===== config.mk =====
export PLATFORM = sky130hd
export DESIGN_NAME = meter_soc_pin_function_mux
export DESIGN_NICKNAME = d
export VERILOG_FILES = /design/src/rtl/meter_soc_pin_function_mux.v
export VERILOG_INCLUDE_DIRS = /design/src /design/src/rtl
export SDC_FILE = /design/constraint.sdc
export NUM_CORES = 1
export LEC_CHECK = 0
export BUFFER_PORTS_ARGS = -buffer_cell sky130_fd_sc_hd__buf_4
export CAP_MARGIN = 20
export CORE_ASPECT_RATIO = 1.25
export CORE_MARGIN = 5
export CORE_UTILIZATION = 40
export DETAILED_ROUTE_END_ITERATION = 7
export GPL_ROUTABILITY_DRIVEN = 1
export PLACE_DENSITY = 0.7
export SLEW_MARGIN = 10
export SYNTH_ARGS = -nofsm -noshare
export SYNTH_HDL_FRONTEND = slang
export SYNTH_SLANG_ARGS = --single-unit

===== constraint.sdc =====
create_clock -name clk -period 3.6 [get_ports clk]
set_input_delay 1.08 -clock clk [delete_from_list [all_inputs] [get_ports clk]]
set_output_delay 1.08 -clock clk [all_outputs]
set_load 0.01 [all_outputs]

===== src/rtl/pin_mux_consts.vh =====
/*
  Register offsets, field positions and reset values of the pin function mux.
  Assumes inclusion by the mux module only; byte addresses, one 32-bit word each.
*/
`ifndef PIN_MUX_CONSTS_VH
`define PIN_MUX_CONSTS_VH

`define ADDR_PIN_SELECT      8'h00
`define ADDR_GPIO_DIRECTION  8'h04
`define ADDR_GPIO_OUTPUT     8'h08
`define ADDR_GPIO_INPUT      8'h0C
`define ADDR_TEST_SELECT     8'h10
`define ADDR_STATUS          8'h14

`define SEL_EEPROM_BIT       8
`define SEL_PULSE_BIT        9
`define SEL_SPI_BIT          10
`define SEL_CLOCK_TEST_BIT   11
`define SEL_MUX_SYNC_BIT     12
`define SEL_TX_FUNC_LSB      13
`define SEL_TX_FUNC_MSB      14
`define SEL_OPTICAL_RX_BIT   15
`define PIN_SELECT_WIDTH     16

`define DIR_RX_PIN_BIT       8
`define DIR_TX_PIN_BIT       9
`define GPIO_REG_WIDTH       10

`define TX_FUNC_GPIO         2'h0
`define TX_FUNC_OPTICAL      2'h1
`define TX_FUNC_REAL         2'h2
`define TX_FUNC_REACTIVE     2'h3

`define STAT_BUTTON_FLAG_BIT 0
`define STAT_EMULATOR_BIT    1
`define STAT_PROD_TEST_BIT   2

`define RESET_PIN_SELECT     16'h0000
`define RESET_GPIO_DIRECTION 10'h000
`define RESET_GPIO_OUTPUT    10'h000
`define RESET_TEST_SELECT    4'h0

`define EEPROM_CLOCK_INDEX   0
`define EEPROM_DATA_INDEX    1
`define REAL_PULSE_INDEX     2
`define REACTIVE_PULSE_INDEX 3

`endif


===== src/rtl/meter_soc_pin_function_mux.v =====
/*
  Pin function mux of the metering chip: segment versus alternate function on
  every multi-use segment pin, optical or general I/O on I/O 1 and I/O 2, test multiplexer, chip reset pin and push-button wake.
  Assumes pins are synchronous to clk and the pad ring resolves out/oe pairs.
*/
`timescale 1ns/100ps
`include "pin_mux_consts.vh"

// How it works
// with the emulator enable high the three emulator pins serve the emulator port, low they drive segments.
// with the emulator enable low the emulator reset, clock and data pins carry segments 32, 33 and 38.
// a high level on the chip reset pin holds the chip and this block's settings in reset.
// a rising edge on the push button sets the sticky push-button flag.
// that rising edge also raises a wake request while in sleep or LCD-only mode.
// the test mux pin shows the internal signal picked by the four-bit test select field.
// the clock-test and mux-sync pins each drive their special signal or their segment per an enable bit.
// each shared pin is segment or general I/O, and the EEPROM option puts clock on I/O 4, data on I/O 5.
// the pulse option puts the real-energy pulse on I/O 6 and the reactive pulse on I/O 7.
// segments 3 to 6 are segments or the slave SPI clock, data out, select and data in.
// the I/O 1 pin is the optical receive input or general I/O.
// the I/O 2 pin is optical transmit, real pulse, reactive pulse or general I/O.
// the four common outputs carry the display backplane selects.
// the system keeps the production test input low in normal use.
// software sets unused multi-use pins to outputs unless the board ties them off.
// a pin given a non-segment function has its segment drive turned off.
module meter_soc_pin_function_mux #(
  parameter GPIO_PINS = 8
) (
  input  wire                 clk,
  input  wire                 reset_n,
  input  wire                 clk_en,
  input  wire [7:0]           addr,
  input  wire [31:0]          wdata,
  input  wire                 wr,
  input  wire                 rd,
  output reg  [31:0]          rdata,
  input  wire                 chip_reset_pin,
  output reg                  chip_reset,
  input  wire                 production_test_enable,
  input  wire                 emulator_port_enable,
  input  wire                 emulator_reset_pin_in,
  output reg                  emulator_reset_pin_out,
  output reg                  emulator_reset_pin_oe,
  output reg                  emulator_clock_pin_out,
  output reg                  emulator_clock_pin_oe,
  input  wire                 emulator_data_pin_in,
  output reg                  emulator_data_pin_out,
  output reg                  emulator_data_pin_oe,
  output reg                  emulator_reset,
  input  wire                 emulator_clock_source,
  input  wire                 emulator_data_source,
  input  wire                 emulator_data_source_oe,
  output reg                  emulator_data_receive,
  input  wire [2:0]           segment_for_emulator,
  output reg  [2:0]           emulator_segment_enable,
  input  wire [3:0]           spi_pin_in,
  output reg  [3:0]           spi_pin_out,
  output reg  [3:0]           spi_pin_oe,
  input  wire [3:0]           segment_for_spi,
  output reg  [3:0]           spi_segment_enable,
  output reg                  spi_clock,
  output reg                  spi_select_n,
  output reg                  spi_data_in,
  input  wire                 spi_data_out,
  input  wire [GPIO_PINS-1:0] shared_pin_in,
  output reg  [GPIO_PINS-1:0] shared_pin_out,
  output reg  [GPIO_PINS-1:0] shared_pin_oe,
  input  wire [GPIO_PINS-1:0] segment_for_shared,
  output reg  [GPIO_PINS-1:0] shared_segment_enable,
  input  wire                 eeprom_clock_out,
  input  wire                 eeprom_data_drive_low,
  output reg                  eeprom_data_in,
  input  wire                 real_energy_pulse,
  input  wire                 reactive_energy_pulse,
  input  wire                 optical_rx_pin_in,
  output reg                  optical_rx_pin_out,
  output reg                  optical_rx_pin_oe,
  output reg                  optical_receive_input,
  input  wire                 optical_tx_pin_in,
  output reg                  optical_tx_pin_out,
  output reg                  optical_tx_pin_oe,
  input  wire                 optical_transmit_output,
  input  wire                 clock_test_output,
  input  wire                 segment_for_clock_test,
  output reg                  clock_test_pin_out,
  input  wire                 multiplexer_sync_output,
  input  wire                 segment_for_mux_sync,
  output reg                  mux_sync_pin_out,
  input  wire [15:0]          test_signals,
  output reg                  test_mux_output_pin,
  input  wire [3:0]           lcd_common_drive,
  output reg  [3:0]           lcd_common_output,
  input  wire                 push_button_input,
  input  wire                 sleep_mode,
  input  wire                 lcd_only_mode,
  output reg                  wake_request,
  output reg                  push_button_flag
);

  reg [`PIN_SELECT_WIDTH-1:0] pin_select;
  reg [`GPIO_REG_WIDTH-1:0]   gpio_direction;
  reg [`GPIO_REG_WIDTH-1:0]   gpio_output;
  reg [3:0]                   test_select_field;
  reg                         button_last;
  reg [GPIO_PINS-1:0]         next_shared_out;
  reg [GPIO_PINS-1:0]         next_shared_oe;
  reg [GPIO_PINS-1:0]         next_shared_segment;
  reg                         next_tx_out;
  reg                         next_tx_oe;
  reg [31:0]                  next_rdata;
  integer                     i;

  wire       eeprom_enable     = pin_select[`SEL_EEPROM_BIT];
  wire       pulse_enable      = pin_select[`SEL_PULSE_BIT];
  wire       spi_enable        = pin_select[`SEL_SPI_BIT];
  wire       clock_test_output_enable = pin_select[`SEL_CLOCK_TEST_BIT];
  wire       mux_sync_output_enable   = pin_select[`SEL_MUX_SYNC_BIT];
  wire [1:0] tx_function       = pin_select[`SEL_TX_FUNC_MSB:`SEL_TX_FUNC_LSB];
  wire       optical_rx_select = pin_select[`SEL_OPTICAL_RX_BIT];
  wire       button_rise       = push_button_input & ~button_last;
  wire       write_status      = wr & (addr == `ADDR_STATUS);

  // picks one internal signal for the test pin
  function test_pick;
    input [15:0] signals;
    input [3:0]  select;
    begin
      test_pick = signals[select];
    end
  endfunction

  // shared segment / general I/O pins; index k is I/O number k+4
  always @*
  begin
    next_shared_out     = segment_for_shared;
    next_shared_oe      = {GPIO_PINS{1'b1}};
    next_shared_segment = {GPIO_PINS{1'b1}};
    for (i = 0; i < GPIO_PINS; i = i + 1)
    begin
      if (eeprom_enable && i == `EEPROM_CLOCK_INDEX)
      begin
        next_shared_out[i]     = eeprom_clock_out;
        next_shared_oe[i]      = 1'b1;
        next_shared_segment[i] = 1'b0;
      end
      else if (eeprom_enable && i == `EEPROM_DATA_INDEX)
      begin
        // open-drain data line, only ever pulled low
        next_shared_out[i]     = 1'b0;
        next_shared_oe[i]      = eeprom_data_drive_low;
        next_shared_segment[i] = 1'b0;
      end
      else if (pulse_enable && i == `REAL_PULSE_INDEX)
      begin
        next_shared_out[i]     = real_energy_pulse;
        next_shared_oe[i]      = 1'b1;
        next_shared_segment[i] = 1'b0;
      end
      else if (pulse_enable && i == `REACTIVE_PULSE_INDEX)
      begin
        next_shared_out[i]     = reactive_energy_pulse;
        next_shared_oe[i]      = 1'b1;
        next_shared_segment[i] = 1'b0;
      end
      else if (pin_select[i])
      begin
        next_shared_out[i]     = gpio_output[i];
        next_shared_oe[i]      = gpio_direction[i];
        next_shared_segment[i] = 1'b0;
      end
    end
  end

  // optical transmit pin function choice
  always @*
  begin
    next_tx_out = gpio_output[`DIR_TX_PIN_BIT];
    next_tx_oe  = gpio_direction[`DIR_TX_PIN_BIT];
    case (tx_function)
      `TX_FUNC_OPTICAL:
      begin
        next_tx_out = optical_transmit_output;
        next_tx_oe  = 1'b1;
      end
      `TX_FUNC_REAL:
      begin
        next_tx_out = real_energy_pulse;
        next_tx_oe  = 1'b1;
      end
      `TX_FUNC_REACTIVE:
      begin
        next_tx_out = reactive_energy_pulse;
        next_tx_oe  = 1'b1;
      end
      default:
      begin
        next_tx_out = gpio_output[`DIR_TX_PIN_BIT];
        next_tx_oe  = gpio_direction[`DIR_TX_PIN_BIT];
      end
    endcase
  end

  // read data; unmapped addresses read zero
  always @*
  begin
    next_rdata = 32'h0000_0000;
    if (addr == `ADDR_PIN_SELECT)
      next_rdata[`PIN_SELECT_WIDTH-1:0] = pin_select;
    else if (addr == `ADDR_GPIO_DIRECTION)
      next_rdata[`GPIO_REG_WIDTH-1:0] = gpio_direction;
    else if (addr == `ADDR_GPIO_OUTPUT)
      next_rdata[`GPIO_REG_WIDTH-1:0] = gpio_output;
    else if (addr == `ADDR_GPIO_INPUT)
    begin
      next_rdata[GPIO_PINS-1:0]         = shared_pin_in;
      next_rdata[`DIR_RX_PIN_BIT]       = optical_rx_pin_in;
      next_rdata[`DIR_TX_PIN_BIT]       = optical_tx_pin_in;
    end
    else if (addr == `ADDR_TEST_SELECT)
      next_rdata[3:0] = test_select_field;
    else if (addr == `ADDR_STATUS)
    begin
      next_rdata[`STAT_BUTTON_FLAG_BIT] = push_button_flag;
      next_rdata[`STAT_EMULATOR_BIT]    = emulator_port_enable;
      next_rdata[`STAT_PROD_TEST_BIT]   = production_test_enable;
    end
  end

  always @(posedge clk or negedge reset_n)
  begin
    if (!reset_n)
    begin
      pin_select              <= `RESET_PIN_SELECT;
      gpio_direction          <= `RESET_GPIO_DIRECTION;
      gpio_output             <= `RESET_GPIO_OUTPUT;
      test_select_field       <= `RESET_TEST_SELECT;
      button_last             <= 1'b0;
      push_button_flag        <= 1'b0;
      wake_request            <= 1'b0;
      chip_reset              <= 1'b1;
      rdata                   <= 32'h0000_0000;
      emulator_reset_pin_out  <= 1'b0;
      emulator_reset_pin_oe   <= 1'b0;
      emulator_clock_pin_out  <= 1'b0;
      emulator_clock_pin_oe   <= 1'b0;
      emulator_data_pin_out   <= 1'b0;
      emulator_data_pin_oe    <= 1'b0;
      emulator_reset          <= 1'b0;
      emulator_data_receive   <= 1'b0;
      emulator_segment_enable <= 3'h0;
      spi_pin_out             <= 4'h0;
      spi_pin_oe              <= 4'h0;
      spi_segment_enable      <= 4'h0;
      spi_clock               <= 1'b0;
      spi_select_n            <= 1'b1;
      spi_data_in             <= 1'b0;
      shared_pin_out          <= {GPIO_PINS{1'b0}};
      shared_pin_oe           <= {GPIO_PINS{1'b0}};
      shared_segment_enable   <= {GPIO_PINS{1'b0}};
      eeprom_data_in          <= 1'b1;
      optical_rx_pin_out      <= 1'b0;
      optical_rx_pin_oe       <= 1'b0;
      optical_receive_input   <= 1'b0;
      optical_tx_pin_out      <= 1'b0;
      optical_tx_pin_oe       <= 1'b0;
      clock_test_pin_out      <= 1'b0;
      mux_sync_pin_out        <= 1'b0;
      test_mux_output_pin     <= 1'b0;
      lcd_common_output       <= 4'h0;
    end
    else if (clk_en)
    begin
      chip_reset <= chip_reset_pin;
      if (chip_reset_pin)
      begin
        pin_select        <= `RESET_PIN_SELECT;
        gpio_direction    <= `RESET_GPIO_DIRECTION;
        gpio_output       <= `RESET_GPIO_OUTPUT;
        test_select_field <= `RESET_TEST_SELECT;
        push_button_flag  <= 1'b0;
      end
      else
      begin
        if (wr && addr == `ADDR_PIN_SELECT)
          pin_select <= wdata[`PIN_SELECT_WIDTH-1:0];
        if (wr && addr == `ADDR_GPIO_DIRECTION)
          gpio_direction <= wdata[`GPIO_REG_WIDTH-1:0];
        if (wr && addr == `ADDR_GPIO_OUTPUT)
          gpio_output <= wdata[`GPIO_REG_WIDTH-1:0];
        if (wr && addr == `ADDR_TEST_SELECT)
          test_select_field <= wdata[3:0];
        // set beats a same-cycle write-one clear
        if (button_rise)
          push_button_flag <= 1'b1;
        else if (write_status && wdata[`STAT_BUTTON_FLAG_BIT])
          push_button_flag <= 1'b0;
      end
      button_last  <= push_button_input;
      wake_request <= button_rise & (sleep_mode | lcd_only_mode);
      rdata        <= rd ? next_rdata : 32'h0000_0000;

      if (emulator_port_enable)
      begin
        emulator_reset_pin_out  <= 1'b0;
        emulator_reset_pin_oe   <= 1'b0;
        emulator_reset          <= emulator_reset_pin_in;
        emulator_clock_pin_out  <= emulator_clock_source;
        emulator_clock_pin_oe   <= 1'b1;
        emulator_data_pin_out   <= emulator_data_source;
        emulator_data_pin_oe    <= emulator_data_source_oe;
        emulator_data_receive   <= emulator_data_pin_in;
        emulator_segment_enable <= 3'h0;
      end
      else
      begin
        emulator_reset_pin_out  <= segment_for_emulator[0];
        emulator_reset_pin_oe   <= 1'b1;
        emulator_reset          <= 1'b0;
        emulator_clock_pin_out  <= segment_for_emulator[1];
        emulator_clock_pin_oe   <= 1'b1;
        emulator_data_pin_out   <= segment_for_emulator[2];
        emulator_data_pin_oe    <= 1'b1;
        emulator_data_receive   <= 1'b0;
        emulator_segment_enable <= 3'h7;
      end

      if (spi_enable)
      begin
        spi_pin_out        <= {3'h0, 1'b0} | {2'h0, spi_data_out, 1'b0};
        spi_pin_oe         <= 4'h2;
        spi_segment_enable <= 4'h0;
        spi_clock          <= spi_pin_in[0];
        spi_select_n       <= spi_pin_in[2];
        spi_data_in        <= spi_pin_in[3];
      end
      else
      begin
        spi_pin_out        <= segment_for_spi;
        spi_pin_oe         <= 4'hF;
        spi_segment_enable <= 4'hF;
        spi_clock          <= 1'b0;
        spi_select_n       <= 1'b1;
        spi_data_in        <= 1'b0;
      end

      shared_pin_out        <= next_shared_out;
      shared_pin_oe         <= next_shared_oe;
      shared_segment_enable <= next_shared_segment;
      eeprom_data_in        <= eeprom_enable ? shared_pin_in[`EEPROM_DATA_INDEX] : 1'b1;

      optical_rx_pin_out    <= gpio_output[`DIR_RX_PIN_BIT];
      optical_rx_pin_oe     <= optical_rx_select ? 1'b0 : gpio_direction[`DIR_RX_PIN_BIT];
      optical_receive_input <= optical_rx_select & optical_rx_pin_in;
      optical_tx_pin_out    <= next_tx_out;
      optical_tx_pin_oe     <= next_tx_oe;

      clock_test_pin_out  <= clock_test_output_enable ? clock_test_output
                                                       : segment_for_clock_test;
      mux_sync_pin_out    <= mux_sync_output_enable ? multiplexer_sync_output
                                                     : segment_for_mux_sync;
      test_mux_output_pin <= test_pick(test_signals, test_select_field);
      lcd_common_output   <= lcd_common_drive;
    end
  end

endmodule // meter_soc_pin_function_mux


==> flow_summary_export.csv, run 1 <==
group,metric,value,unit
layout,drive_gt1_share,37.68,%
yosys,yosysUniqueCellTypes,53,
floorplan,chipHeight,138.1,µm
placement,dp_hpwl,11.55,mm
worst_setup_path,crit_required,3.92,ns
layout,fin_cells,805,
global_route,grt_antenna_before_repair,0,
routing,wl_per_cell,19.56,µm
worst_setup_path,crit_arrival,2.80,ns
yosys,synth_top_area_share,52.39,%
sta,finalHoldViolations,0,
routing,via_per_inst,5.374,
yosys,syn_area,0.005254,mm²
clock_network,cts_tree,"built",
sta,min_period_over_period,68.92,%
sta,grt_setup_unrepaired,"false",
placement,dp_cells,775,
power,pwr-share-comb,10.9,%
worst_hold_path,holdPathStages,1,
layout,diodes,0,
power,p_sw,0.0007567,W
clock_network,clock_path_buffers,2,
worst_setup_path,rrSetupSlack,1.78,ns
layout,syn_to_final_growth,37.01,%
power,p_leak,3.402,nW
outcome,status,"finished clean",
power,p_clk_share,49.4,%
layout,nets,741,
global_route,grt_pass1_vias,4648,
yosys,synth_area_leader_cell,"dfrtp_1",
worst_setup_path,r2r.worst_path.cells,4,
yosys,ys.flop_type,"dfrtp_1",
clock_network,cts_max_level,4,
floorplan,die_x,112.5,µm
clock_network,clk_latency,0.40,ns
job,drv_cap,0,
sta,relSlewSlack,36.28,%
worst_setup_path,cp_num_buf_inv,1,
clock_network,clock-sinks,113,
yosys,syn_avg_cell_area,11.47,µm²
worst_setup_path,slowest_stage,"nor2_1",
global_route,grt-ovfl-total,0,
worst_setup_path,reg2reg_to,"test_mux_output_pin$_DFFE_PN0P_",
power,p_int,0.002625,W
placement,gp_congestion,0.8577,
routing,ant_nets,0,
yosys,yosysSeqAreaShare,53.89,%
sta,fin_worst_skew,0.008860,ns
sta,drv_slew,0,
clock_network,post-cts-setup-buffers,0,
worst_setup_path,worst_path_dominant_cell_family,"simple AND/OR/NAND/NOR gates",
sta,finalSetupTns,0,ns
global_route,grt_pass1_wl,25.01,mm
routing,drc,0,
worst_setup_path,path_max_fanout,11,
floorplan,rows,46,
worst_hold_path,hold_start,"rdata[0]$_DFFE_PN0P_",
global_route,grt_max_degree,58,
floorplan,io_pins,213,
layout,fillers,1105,
sta,worst_slew_pin_slew,0.9494,ns
yosys,syn_inst,458,
worst_hold_path,hold_end,"rdata[0]$_DFFE_PN0P_",
power,ir_worst_vdd,0.2684,mV
clock_network,cts_root_buf,"clkbuf_16",
yosys,synth_area_leaders,"dfrtp_1, a22o_1, mux2i_1",
worst_setup_path,crit_path_start_kind,"primary input",
routing,drt_iter0_markers,284,
clock_network,clkTransAtPathRegs,0.05,ns
worst_setup_path,crit_type,"primary input to flip-flop",
placement,io_buffers,179,
floorplan,start_util,41.12,%
routing,drt_wl_total,15.74,mm
clock_network,cts_resized,0,
clock_network,cts_buffers,17,
floorplan,die-area,0.01554,mm²
yosys,ys_seq_elements,113,
power,power,0.003382,W
worst_hold_path,min-delay-path-class,"flip-flop to flip-flop",
global_route,grt_usage,20.35,%
worst_setup_path,rr_startpoint,"test_select_field[0]$_DFFE_PN0P_",
clock_network,holdBufCountCts,0,
sta,min_period,2.481,ns
sta,setup_viol,0,
sta,whs,0.4826,ns
routing,dr.pass1.iters,5,
floorplan,core_area,0.01278,mm²
routing,vias,4326,
yosys,synth-edff-count,0,
worst_setup_path,crit_chain,"buf_4, nor4_4, nand3_2, nor2_1, a22oi_1, o21ai_0",
yosys,yosysMostFrequentCell,"dfrtp_1",
power,power_per_cell_area,469.9,mW/mm²
power,p_seq_share,39.7,%
power,sw_frac_of_total,22.37,%
worst_setup_path,endpoint_kind,"flip-flop",
yosys,synth_common_cells,"dfrtp_1, a22o_1, nor2_1",
yosys,async_flop_share,100.0,%
sta,max_freq,403.0,MHz
yosys,yosys_warnings,0,
worst_setup_path,slowest_delay,0.66,ns
per-layer routing:
metal | global-route usage, % | vias to the layer above | wire [µm]
met5 | 0 | - | 0
met4 | 7.658 | 0 | 390
met3 | 5.631 | 32 | 967
met2 | 36.23 | 169 | 8395
met1 | 23.07 | 2152 | 5989
li1 | - | 1973 | -
cell type report:
cell class	instances	area, µm²	area share, %
clock buffers	24	481.7	6.692
multi-input cells	285	2078	28.87
well taps	168	210.2	2.920
repair buffers	185	1401	19.47
inverters	24	90.09	1.252
clock inverters	6	105.1	1.460
flip-flops and latches	113	2831	39.34
per-stage QoR:
| stage | setup slack (ns) | utilization, % | area, µm² |
|---|---|---|---|
| 3_5_place_dp | 0.7189 | 51.74 | 6611 |
| 4_1_cts | 1.123 | 56.34 | 7198 |
| 3_3_place_gp | 0.7439 | 51.74 | 6611 |
| 6_report | 1.119 | 56.34 | 7198 |
| 2_1_floorplan | 1.281 | - | 5310 |
| 5_1_grt | 1.006 | 56.34 | 7198 |
registers in the layout, indices dropped and copies added (netlist names), 2 cells and up:
| name | flops |
|---|---|
| test_select_field | 4 |
| pin_select | 16 |
| shared_segment_enable | 8 |
| lcd_common_output | 4 |
| gpio_direction | 10 |
| spi_pin_oe | 2 |
| rdata | 16 |
| shared_pin_oe | 8 |
| gpio_output | 10 |
| shared_pin_out | 8 |
| spi_pin_out | 4 |
power groups by stage:
| stage | clock, W | sequential, W | combinational [W] |
|---|---|---|---|
| 6_report | 0.00167 | 0.00134 | 0.000370 |
| 5_1_grt | 0.00175 | 0.00135 | 0.000403 |
| 4_1_cts | 0.00169 | 0.00134 | 0.000375 |
| 3_5_place_dp | 0 | 0.00136 | 0.000373 |
| 3_3_place_gp | 0 | 0.00136 | 0.000364 |
| 2_1_floorplan | 0 | 0.00138 | 0.000146 |
cells by family (layout without fill, tap and decap cells):
| group | count (synthesis) | count (layout) | synth area share, % |
|---|---|---|---|
| other cells | 1 | 16 | 0.07138 |
| buf+inv | 75 | 239 | 7.621 |
| simple gates | 90 | 90 | 9.407 |
| flops | 113 | 113 | 53.89 |
| mux | 42 | 42 | 10.03 |
| compound gates | 137 | 137 | 18.98 |
placed cells by master (no fill, tap or decap), drive strengths merged, types with 5 or more instances in the layout:
| master | synthesis | routed |
|---|---|---|
| a22o | 44 | 44 |
| nor2 | 38 | 38 |
| mux4 | 6 | 6 |
| o2111ai | 6 | 6 |
| o21ai | 27 | 27 |
| o2bb2ai | 8 | 8 |
| inv | 23 | 23 |
| mux2i | 23 | 23 |
| nand2 | 23 | 23 |
| dfrtp | 110 | 110 |
| clkbuf | 10 | 24 |
| mux2 | 13 | 13 |
| a21oi | 22 | 22 |
| conb | 1 | 16 |
| o31ai | 5 | 5 |
| a31oi | 5 | 5 |
| buf | 41 | 185 |
how the worst max path moves through the flow:
| stage | endpoint | start | slack [ns] | cells past startpoint |
|---|---|---|---|---|
| floorplan | pin_select[8]$_DFFE_PN0P_ | addr[4] | 1.28 | 6 |
| global route | gpio_direction[6]$_DFFE_PN0P_ | addr[1] | 1.01 | 6 |
| finish | rdata[3]$_DFFE_PN0P_ | addr[4] | 1.12 | 6 |
| global placement | pin_select[3]$_DFFE_PN0P_ | addr[4] | 0.74 | 6 |
| CTS | pin_select[0]$_DFFE_PN0P_ | addr[4] | 1.12 | 6 |
| detailed placement | pin_select[0]$_DFFE_PN0P_ | addr[4] | 0.72 | 6 |
Power figures use the tool's default switching activity.
==> run 2, diff against run 1 <==
--- a/config.mk
+++ b/config.mk
@@ -6,6 +6,7 @@
 export SDC_FILE = /design/constraint.sdc
 export NUM_CORES = 1
 export LEC_CHECK = 0
+export ABC_AREA = 1
 export BUFFER_PORTS_ARGS = -buffer_cell sky130_fd_sc_hd__buf_4
 export CAP_MARGIN = 20
 export CORE_ASPECT_RATIO = 1.25
@@ -13,7 +14,7 @@
 export CORE_UTILIZATION = 40
 export DETAILED_ROUTE_END_ITERATION = 7
 export GPL_ROUTABILITY_DRIVEN = 1
-export PLACE_DENSITY = 0.7
+export PLACE_DENSITY = 0.72
 export SLEW_MARGIN = 10
 export SYNTH_ARGS = -nofsm -noshare
 export SYNTH_HDL_FRONTEND = slang
==> constraint.sdc (replaced) <==
create_clock -name clk -period 2 [get_ports clk]
set_input_delay 0.6 -clock clk [delete_from_list [all_inputs] [get_ports clk]]
set_output_delay 0.6 -clock clk [all_outputs]
set_load 0.01 [all_outputs]
==> run 2 against run 1 <==
Core utilization is 0.25 points lower. Hold slack worse by 0.36 ns. Synthesized cell count is 39% higher. Clock power is 65% higher. Area after synthesis is 3.2% higher. Largest cell class unchanged. Power is 88% higher. Clock-buffer cell count is 3 lower. Critical endpoint is now pin_select[11]$_DFFE_PN0P_. Final area is 3.5% higher. Register-to-register slack worse by 1.1 ns. Via count is 16% higher. Clock skew is 0.0017 ns lower. Sequential cell count stayed put.
==> flow_summary_export.csv, run 2 <==
group,metric,value,unit
placement,dp_cells,975,
yosys,yosysMostFrequentCell,"nand2_1",
routing,dr_wl_met3,1.352,mm
layout,nets,938,
sta,min_period,1.699,ns
clock_network,clk_latency,0.41,ns
job,drv_cap,0,
power,p_int,0.004665,W
yosys,yosys_warnings,0,
worst_setup_path,path_max_fanout,22,
yosys,ys_seq_elements,113,
routing,drc,0,
clock_network,post-cts-setup-buffers,0,
worst_setup_path,crit_arrival,2.02,ns
power,p_sw,0.001685,W
routing,highest-signal-layer,"met4",
floorplan,chipHeight,140.1,µm
sta,finalSetupTns,0,ns
yosys,synth-edff-count,0,
floorplan,rows,47,
power,sw_frac_of_total,26.54,%
sta,worst_slew_pin_slew,0.8039,ns
sta,max_freq,588.7,MHz
global_route,grt_pass1_wl,25.61,mm
layout,largestRegisters,"pin_select (16), rdata (16)",
layout,final_area,0.007453,mm²
routing,drt_iter0_markers,445,
power,power_per_cell_area,851.9,mW/mm²
yosys,synth_top_area_share,50.78,%
routing,wl_met1,6.650,mm
routing,dr_wl_met2,7.652,mm
power,p_leak,3.827,nW
routing,via_per_inst,4.974,
layout,fin_cells,1007,
yosys,synth_area_leader_cell,"dfrtp_1",
floorplan,core_area,0.01329,mm²
yosys,async_flop_share,100.0,%
worst_setup_path,endpoint_kind,"flip-flop",
sta,relSlewSlack,46.28,%
global_route,grt_usage,20.21,%
worst_setup_path,crit_type,"primary input to flip-flop",
yosys,syn_area,0.005420,mm²
clock_network,cts_tree,"built",
layout,final_common_cell,"buf_4",
routing,vias,5009,
power,p_clk_share,43.2,%
yosys,syn_avg_cell_area,8.496,µm²
layout,fillers,1267,
sta,grt_setup_unrepaired,"false",
layout,multiInputGateArea,0.002083,mm²
outcome,status,"finished clean",
floorplan,die-area,0.01599,mm²
layout,diodes,0,
worst_hold_path,min-delay-path-class,"primary input to async pin",
yosys,yosysUniqueCellTypes,34,
layout,syn_to_final_growth,37.51,%
sta,finalHoldViolations,0,
placement,postPlaceCellArea,0.006913,mm²
global_route,grt_pass1_vias,5098,
clock_network,clkTransAtPathRegs,0.05,ns
layout,register_area,0.002831,mm²
power,p_seq_share,41.6,%
layout,layout_common_cells,"buf_4, nand2_1, dfrtp_1",
yosys,yosysSeqAreaShare,52.24,%
clock_network,cts_resized,0,
clock_network,clock-sinks,113,
yosys,ys.flop_type,"dfrtp_1",
power,pwr-share-comb,15.2,%
global_route,grt_antenna_before_repair,0,
yosys,syn_inst,638,
routing,ant_nets,0,
sta,drv_slew,0,
yosys,synth_area_leaders,"dfrtp_1, nand2_1, o21ai_0",
floorplan,io_pins,213,
global_route,grt_max_degree,44,
sta,fin_ws,0.3013,ns
clock_network,clock_path_buffers,2,
routing,wl_per_cell,15.94,µm
clock_network,cts_root_buf,"clkbuf_16",
floorplan,start_util,40.78,%
floorplan,die_x,114.1,µm
global_route,grt-ovfl-total,0,
sta,min_period_over_period,84.94,%
placement,place_ws,-0.1151,ns
clock_network,cts_buffers,17,
worst_setup_path,r2r.worst_path.cells,7,
clock_network,cts_max_level,4,
worst_setup_path,rrSetupSlack,0.65,ns
worst_setup_path,crit_required,2.32,ns
layout,finish.utilization,56.08,%
placement,gp_congestion,0.8237,
power,ir_worst_vdd,0.4876,mV
routing,drt_wl_total,16.05,mm
worst_setup_path,crit_path_start_kind,"primary input",
clock_network,holdBufCountCts,0,
placement,io_buffers,179,
sta,fin_worst_skew,0.007196,ns
yosys,synth_common_cells,"nand2_1, dfrtp_1, o21ai_0",
sta,setup_viol,0,
layout,drive_gt1_share,32.78,%
routing,dr.pass1.iters,5,
placement,dp_hpwl,12.13,mm
run 2: cell count changes in the layout (fill, tap and decap cells not counted), moves of 8 or more:
| cell | change |
|---|---|
| o21ai_2 | +9 |
| a21oi_1 | -8 |
| nor2_1 | +10 |
| nand3_1 | +46 |
| mux2i_1 | -23 |
| o21ai_0 | +42 |
| nand2_1 | +146 |
| buf_4 | +16 |
| inv_1 | +25 |
| a22o_1 | -37 |
| o2bb2ai_1 | -8 |
| mux2_2 | -13 |
| nand2_2 | +9 |
run 2: metal layers:
layer  up-vias  global-route usage (%)
li1       2416                       -
met3        26                   5.091
met4         0                   8.380
met1      2344                   25.65
met5         -                       0
met2       223                   32.76
run 2: power by group through the flow:
stage,clock network (W),logic (W),registers (W)
2_1_floorplan,0,0.000410,0.00270
3_3_place_gp,0,0.000955,0.00267
3_5_place_dp,0,0.000970,0.00268
4_1_cts,0.00278,0.000977,0.00264
5_1_grt,0.00288,0.00107,0.00267
6_report,0.00275,0.000963,0.00264
run 2: worst max-delay path, stage by stage:
cell and delay (ns):
buf_4 0.08, inv_1 0.05, nand2_1 0.07, nor2_2 0.05
nand2_4 0.09, nor2_8 0.04, nor2_4 0.61, inv_1 0.22
o21ai_0 0.20
run 2: cell families after synthesis:
kind of cell / share of synthesized area (%)
simple gates: 23.11
compound gates: 14.22
flops: 52.24
buf+inv: 10.36
other cells: 0.06919
run 2: stage by stage:
step | total power (W) | hold WS, ns
global route | 0.006623 | 0.1413
finish | 0.006350 | 0.1188
detailed placement | 0.003646 | 0.4583
global placement | 0.003624 | 0.4533
floorplan | 0.003108 | 0.3044
CTS | 0.006393 | 0.1180
run 2: path summary, 6_finish.rpt:
kind                                                      to                        startpoint
min                             shared_pin_oe[6]$_DFFE_PN0P_                           reset_n
min in group clk            lcd_common_output[2]$_DFFE_PN0P_               lcd_common_drive[2]
max                               pin_select[11]$_DFFE_PN0P_                           addr[3]
min reg2reg                           chip_reset$_DFFE_PN1P_            chip_reset$_DFFE_PN1P_
max in group asynchronous  emulator_data_pin_out$_DFFE_PN0P_                           reset_n
max reg2reg                  test_mux_output_pin$_DFFE_PN0P_  test_select_field[0]$_DFFE_PN0P_
run 2: area by class of cell:
type                            count  share of cell area [%]
Sequential cell                   113                   37.99
Multi-Input combinational cell    433                   27.95
Timing Repair Buffer              204                   21.22
Clock buffer                       21                   6.043
Tap cell                          171                   2.871
Inverter                           54                   2.719
Clock inverter                     11                   1.209
==> run 3, diff against run 2 <==
--- a/config.mk
+++ b/config.mk
@@ -14,7 +14,7 @@
 export CORE_UTILIZATION = 40
 export DETAILED_ROUTE_END_ITERATION = 7
 export GPL_ROUTABILITY_DRIVEN = 1
-export PLACE_DENSITY = 0.72
+export PLACE_DENSITY = 0.7
 export SLEW_MARGIN = 10
 export SYNTH_ARGS = -nofsm -noshare
 export SYNTH_HDL_FRONTEND = slang
==> constraint.sdc (replaced) <==
create_clock -name clk -period 1.6 [get_ports clk]
set_input_delay 0.48 -clock clk [delete_from_list [all_inputs] [get_ports clk]]
set_output_delay 0.48 -clock clk [all_outputs]
set_load 0.01 [all_outputs]
==> run 3 against run 2 <==
Final area grew 3.8%. Critical path depth shrank 8. Critical path type is now flip-flop to output port. Clock-buffer cell count shrank 1. Highest routed layer unchanged.
==> flow_summary_export.csv, run 3 (synthesis gave the netlist of run 2 again) <==
group,metric,value,unit
layout,multiInputGateArea,0.002083,mm²
layout,register_area,0.002831,mm²
placement,dp_cells,992,
sta,grt_setup_unrepaired,"false",
floorplan,chipHeight,140.1,µm
global_route,grt_pass1_vias,4984,
clock_network,post-cts-setup-buffers,0,
global_route,grt_usage,20.27,%
clock_network,clk_latency,0.41,ns
placement,io_buffers,179,
worst_setup_path,crit_arrival,1.07,ns
sta,min_period,1.546,ns
sta,drv_slew,0,
routing,wl_per_cell,15.65,µm
worst_setup_path,slowest_stage,"dfstp_2",
sta,max_freq,646.8,MHz
floorplan,die-area,0.01599,mm²
placement,gp_congestion,0.8692,
worst_setup_path,crit_type,"flip-flop to output port",
floorplan,core_area,0.01329,mm²
power,p_leak,3.994,nW
outcome,status,"finished clean",
layout,layout_common_cells,"buf_4, nand2_1, dfrtp_1",
floorplan,die_x,114.1,µm
clock_network,cts_tree,"built",
layout,final_common_cell,"buf_4",
clock_network,clkTransAtPathRegs,0.06,ns
worst_setup_path,crit_path_start_kind,"flip-flop",
sta,fin_worst_skew,0.01120,ns
clock_network,cts_resized,0,
layout,diodes,0,
sta,setup_viol,0,
floorplan,rows,47,
routing,drt_wl_total,16.04,mm
worst_setup_path,endpoint_kind,"output port",
clock_network,cts_root_buf,"clkbuf_16",
clock_network,holdBufCountCts,1,
layout,nets,956,
worst_setup_path,worst_path_dominant_cell_family,"flip-flops",
placement,postPlaceCellArea,0.007091,mm²
sta,min_period_over_period,96.63,%
clock_network,cts_max_level,4,
layout,final_area,0.007735,mm²
routing,vias,5035,
layout,fillers,1235,
layout,largestRegisters,"pin_select (16), rdata (16)",
placement,dp_hpwl,12.47,mm
clock_network,clock_path_buffers,2,
floorplan,io_pins,213,
worst_setup_path,slowest_delay,0.54,ns
worst_setup_path,cp_num_buf_inv,1,
layout,drive_gt1_share,34.19,%
routing,dr.pass1.iters,6,
global_route,grt_antenna_before_repair,0,
layout,syn_to_final_growth,42.71,%
global_route,grt_pass1_wl,25.52,mm
layout,fin_cells,1025,
worst_setup_path,crit_required,1.12,ns
routing,drc,0,
clock_network,cts_buffers,17,
worst_setup_path,path_max_fanout,2,
global_route,grt-ovfl-total,0,
power,ir_worst_vdd,0.7941,mV
sta,finalSetupTns,0,ns
routing,via_per_inst,4.912,
floorplan,start_util,40.78,%
worst_hold_path,min-delay-path-class,"primary input to flip-flop",
worst_setup_path,crit_chain,"buf_4",
clock_network,clock-sinks,113,
routing,drt_iter0_markers,449,
sta,finalHoldViolations,0,
routing,ant_nets,0,
job,drv_cap,0,
global_route,grt_max_degree,42,
power,power_per_cell_area,1115,mW/mm²
==> run 3: cell count changes in the layout (fill, tap and decap cells not counted) <==
cell           before  now
clkinvlp_4          4    1
buf_12              4    8
buf_4             200  213
dlygate4sd3_1       0    1
bufinv_16           1    5
clkbuf_1            3    2
==> run 3: final timing paths <==
path,cells after the start,slack (ns),to,start
max,1,0.05,chip_reset,chip_reset$_DFFE_PN1P_
min,3,0.27,lcd_common_output[3]$_DFFE_PN0P_,lcd_common_drive[3]
max reg2reg,7,0.40,test_mux_output_pin$_DFFE_PN0P_,test_select_field[0]$_DFFE_PN0P_
min reg2reg,2,0.47,lcd_common_output[2]$_DFFE_PN0P_,lcd_common_output[2]$_DFFE_PN0P_
max in group asynchronous,3,0.49,spi_select_n$_DFFE_PN1P_,reset_n
min in group asynchronous,2,0.52,lcd_common_output[3]$_DFFE_PN0P_,reset_n
==> run 3: final cells by class <==
type	instances	share of cell area, %
flip-flops and latches	113	36.61
multi-input cells	433	26.93
repair buffers	222	22.87
clock buffers	20	5.775
well taps	171	2.766
inverters	54	2.621
clock inverters	12	2.426
==> run 3: layer usage <==
metal,part of all wire [%],up-vias,GRT usage [%]
met5,0,-,0
met4,1.4,0,6.379
met1,41,2316,26.84
met2,49,240,32.33
li1,-,2458,-
met3,8.7,21,5.565
==> run 3: metrics by stage <==
| stage | worst slack (ns) | power, W | util, % | hold WS (ns) |
|---|---|---|---|---|
| 3_5_place_dp | -0.04833 | 0.004594 | 53.35 | 0.4170 |
| 2_1_floorplan | 0.1826 | 0.003885 | - | 0.1844 |
| 6_report | 0.05395 | 0.008624 | 58.20 | 0.2668 |
| 4_1_cts | 0.03431 | 0.008698 | 58.20 | 0.2530 |
| 3_3_place_gp | -0.04265 | 0.004572 | 53.35 | 0.4134 |
| 5_1_grt | 0.01287 | 0.008985 | 58.20 | 0.2556 |
==> run 3: power by group <==
part	internal [W]	total [W]	switching (W)
Combinational	0.000598	0.00124	0.000642
Clock	0.00278	0.00408	0.00130
Sequential	0.00311	0.00330	0.000191
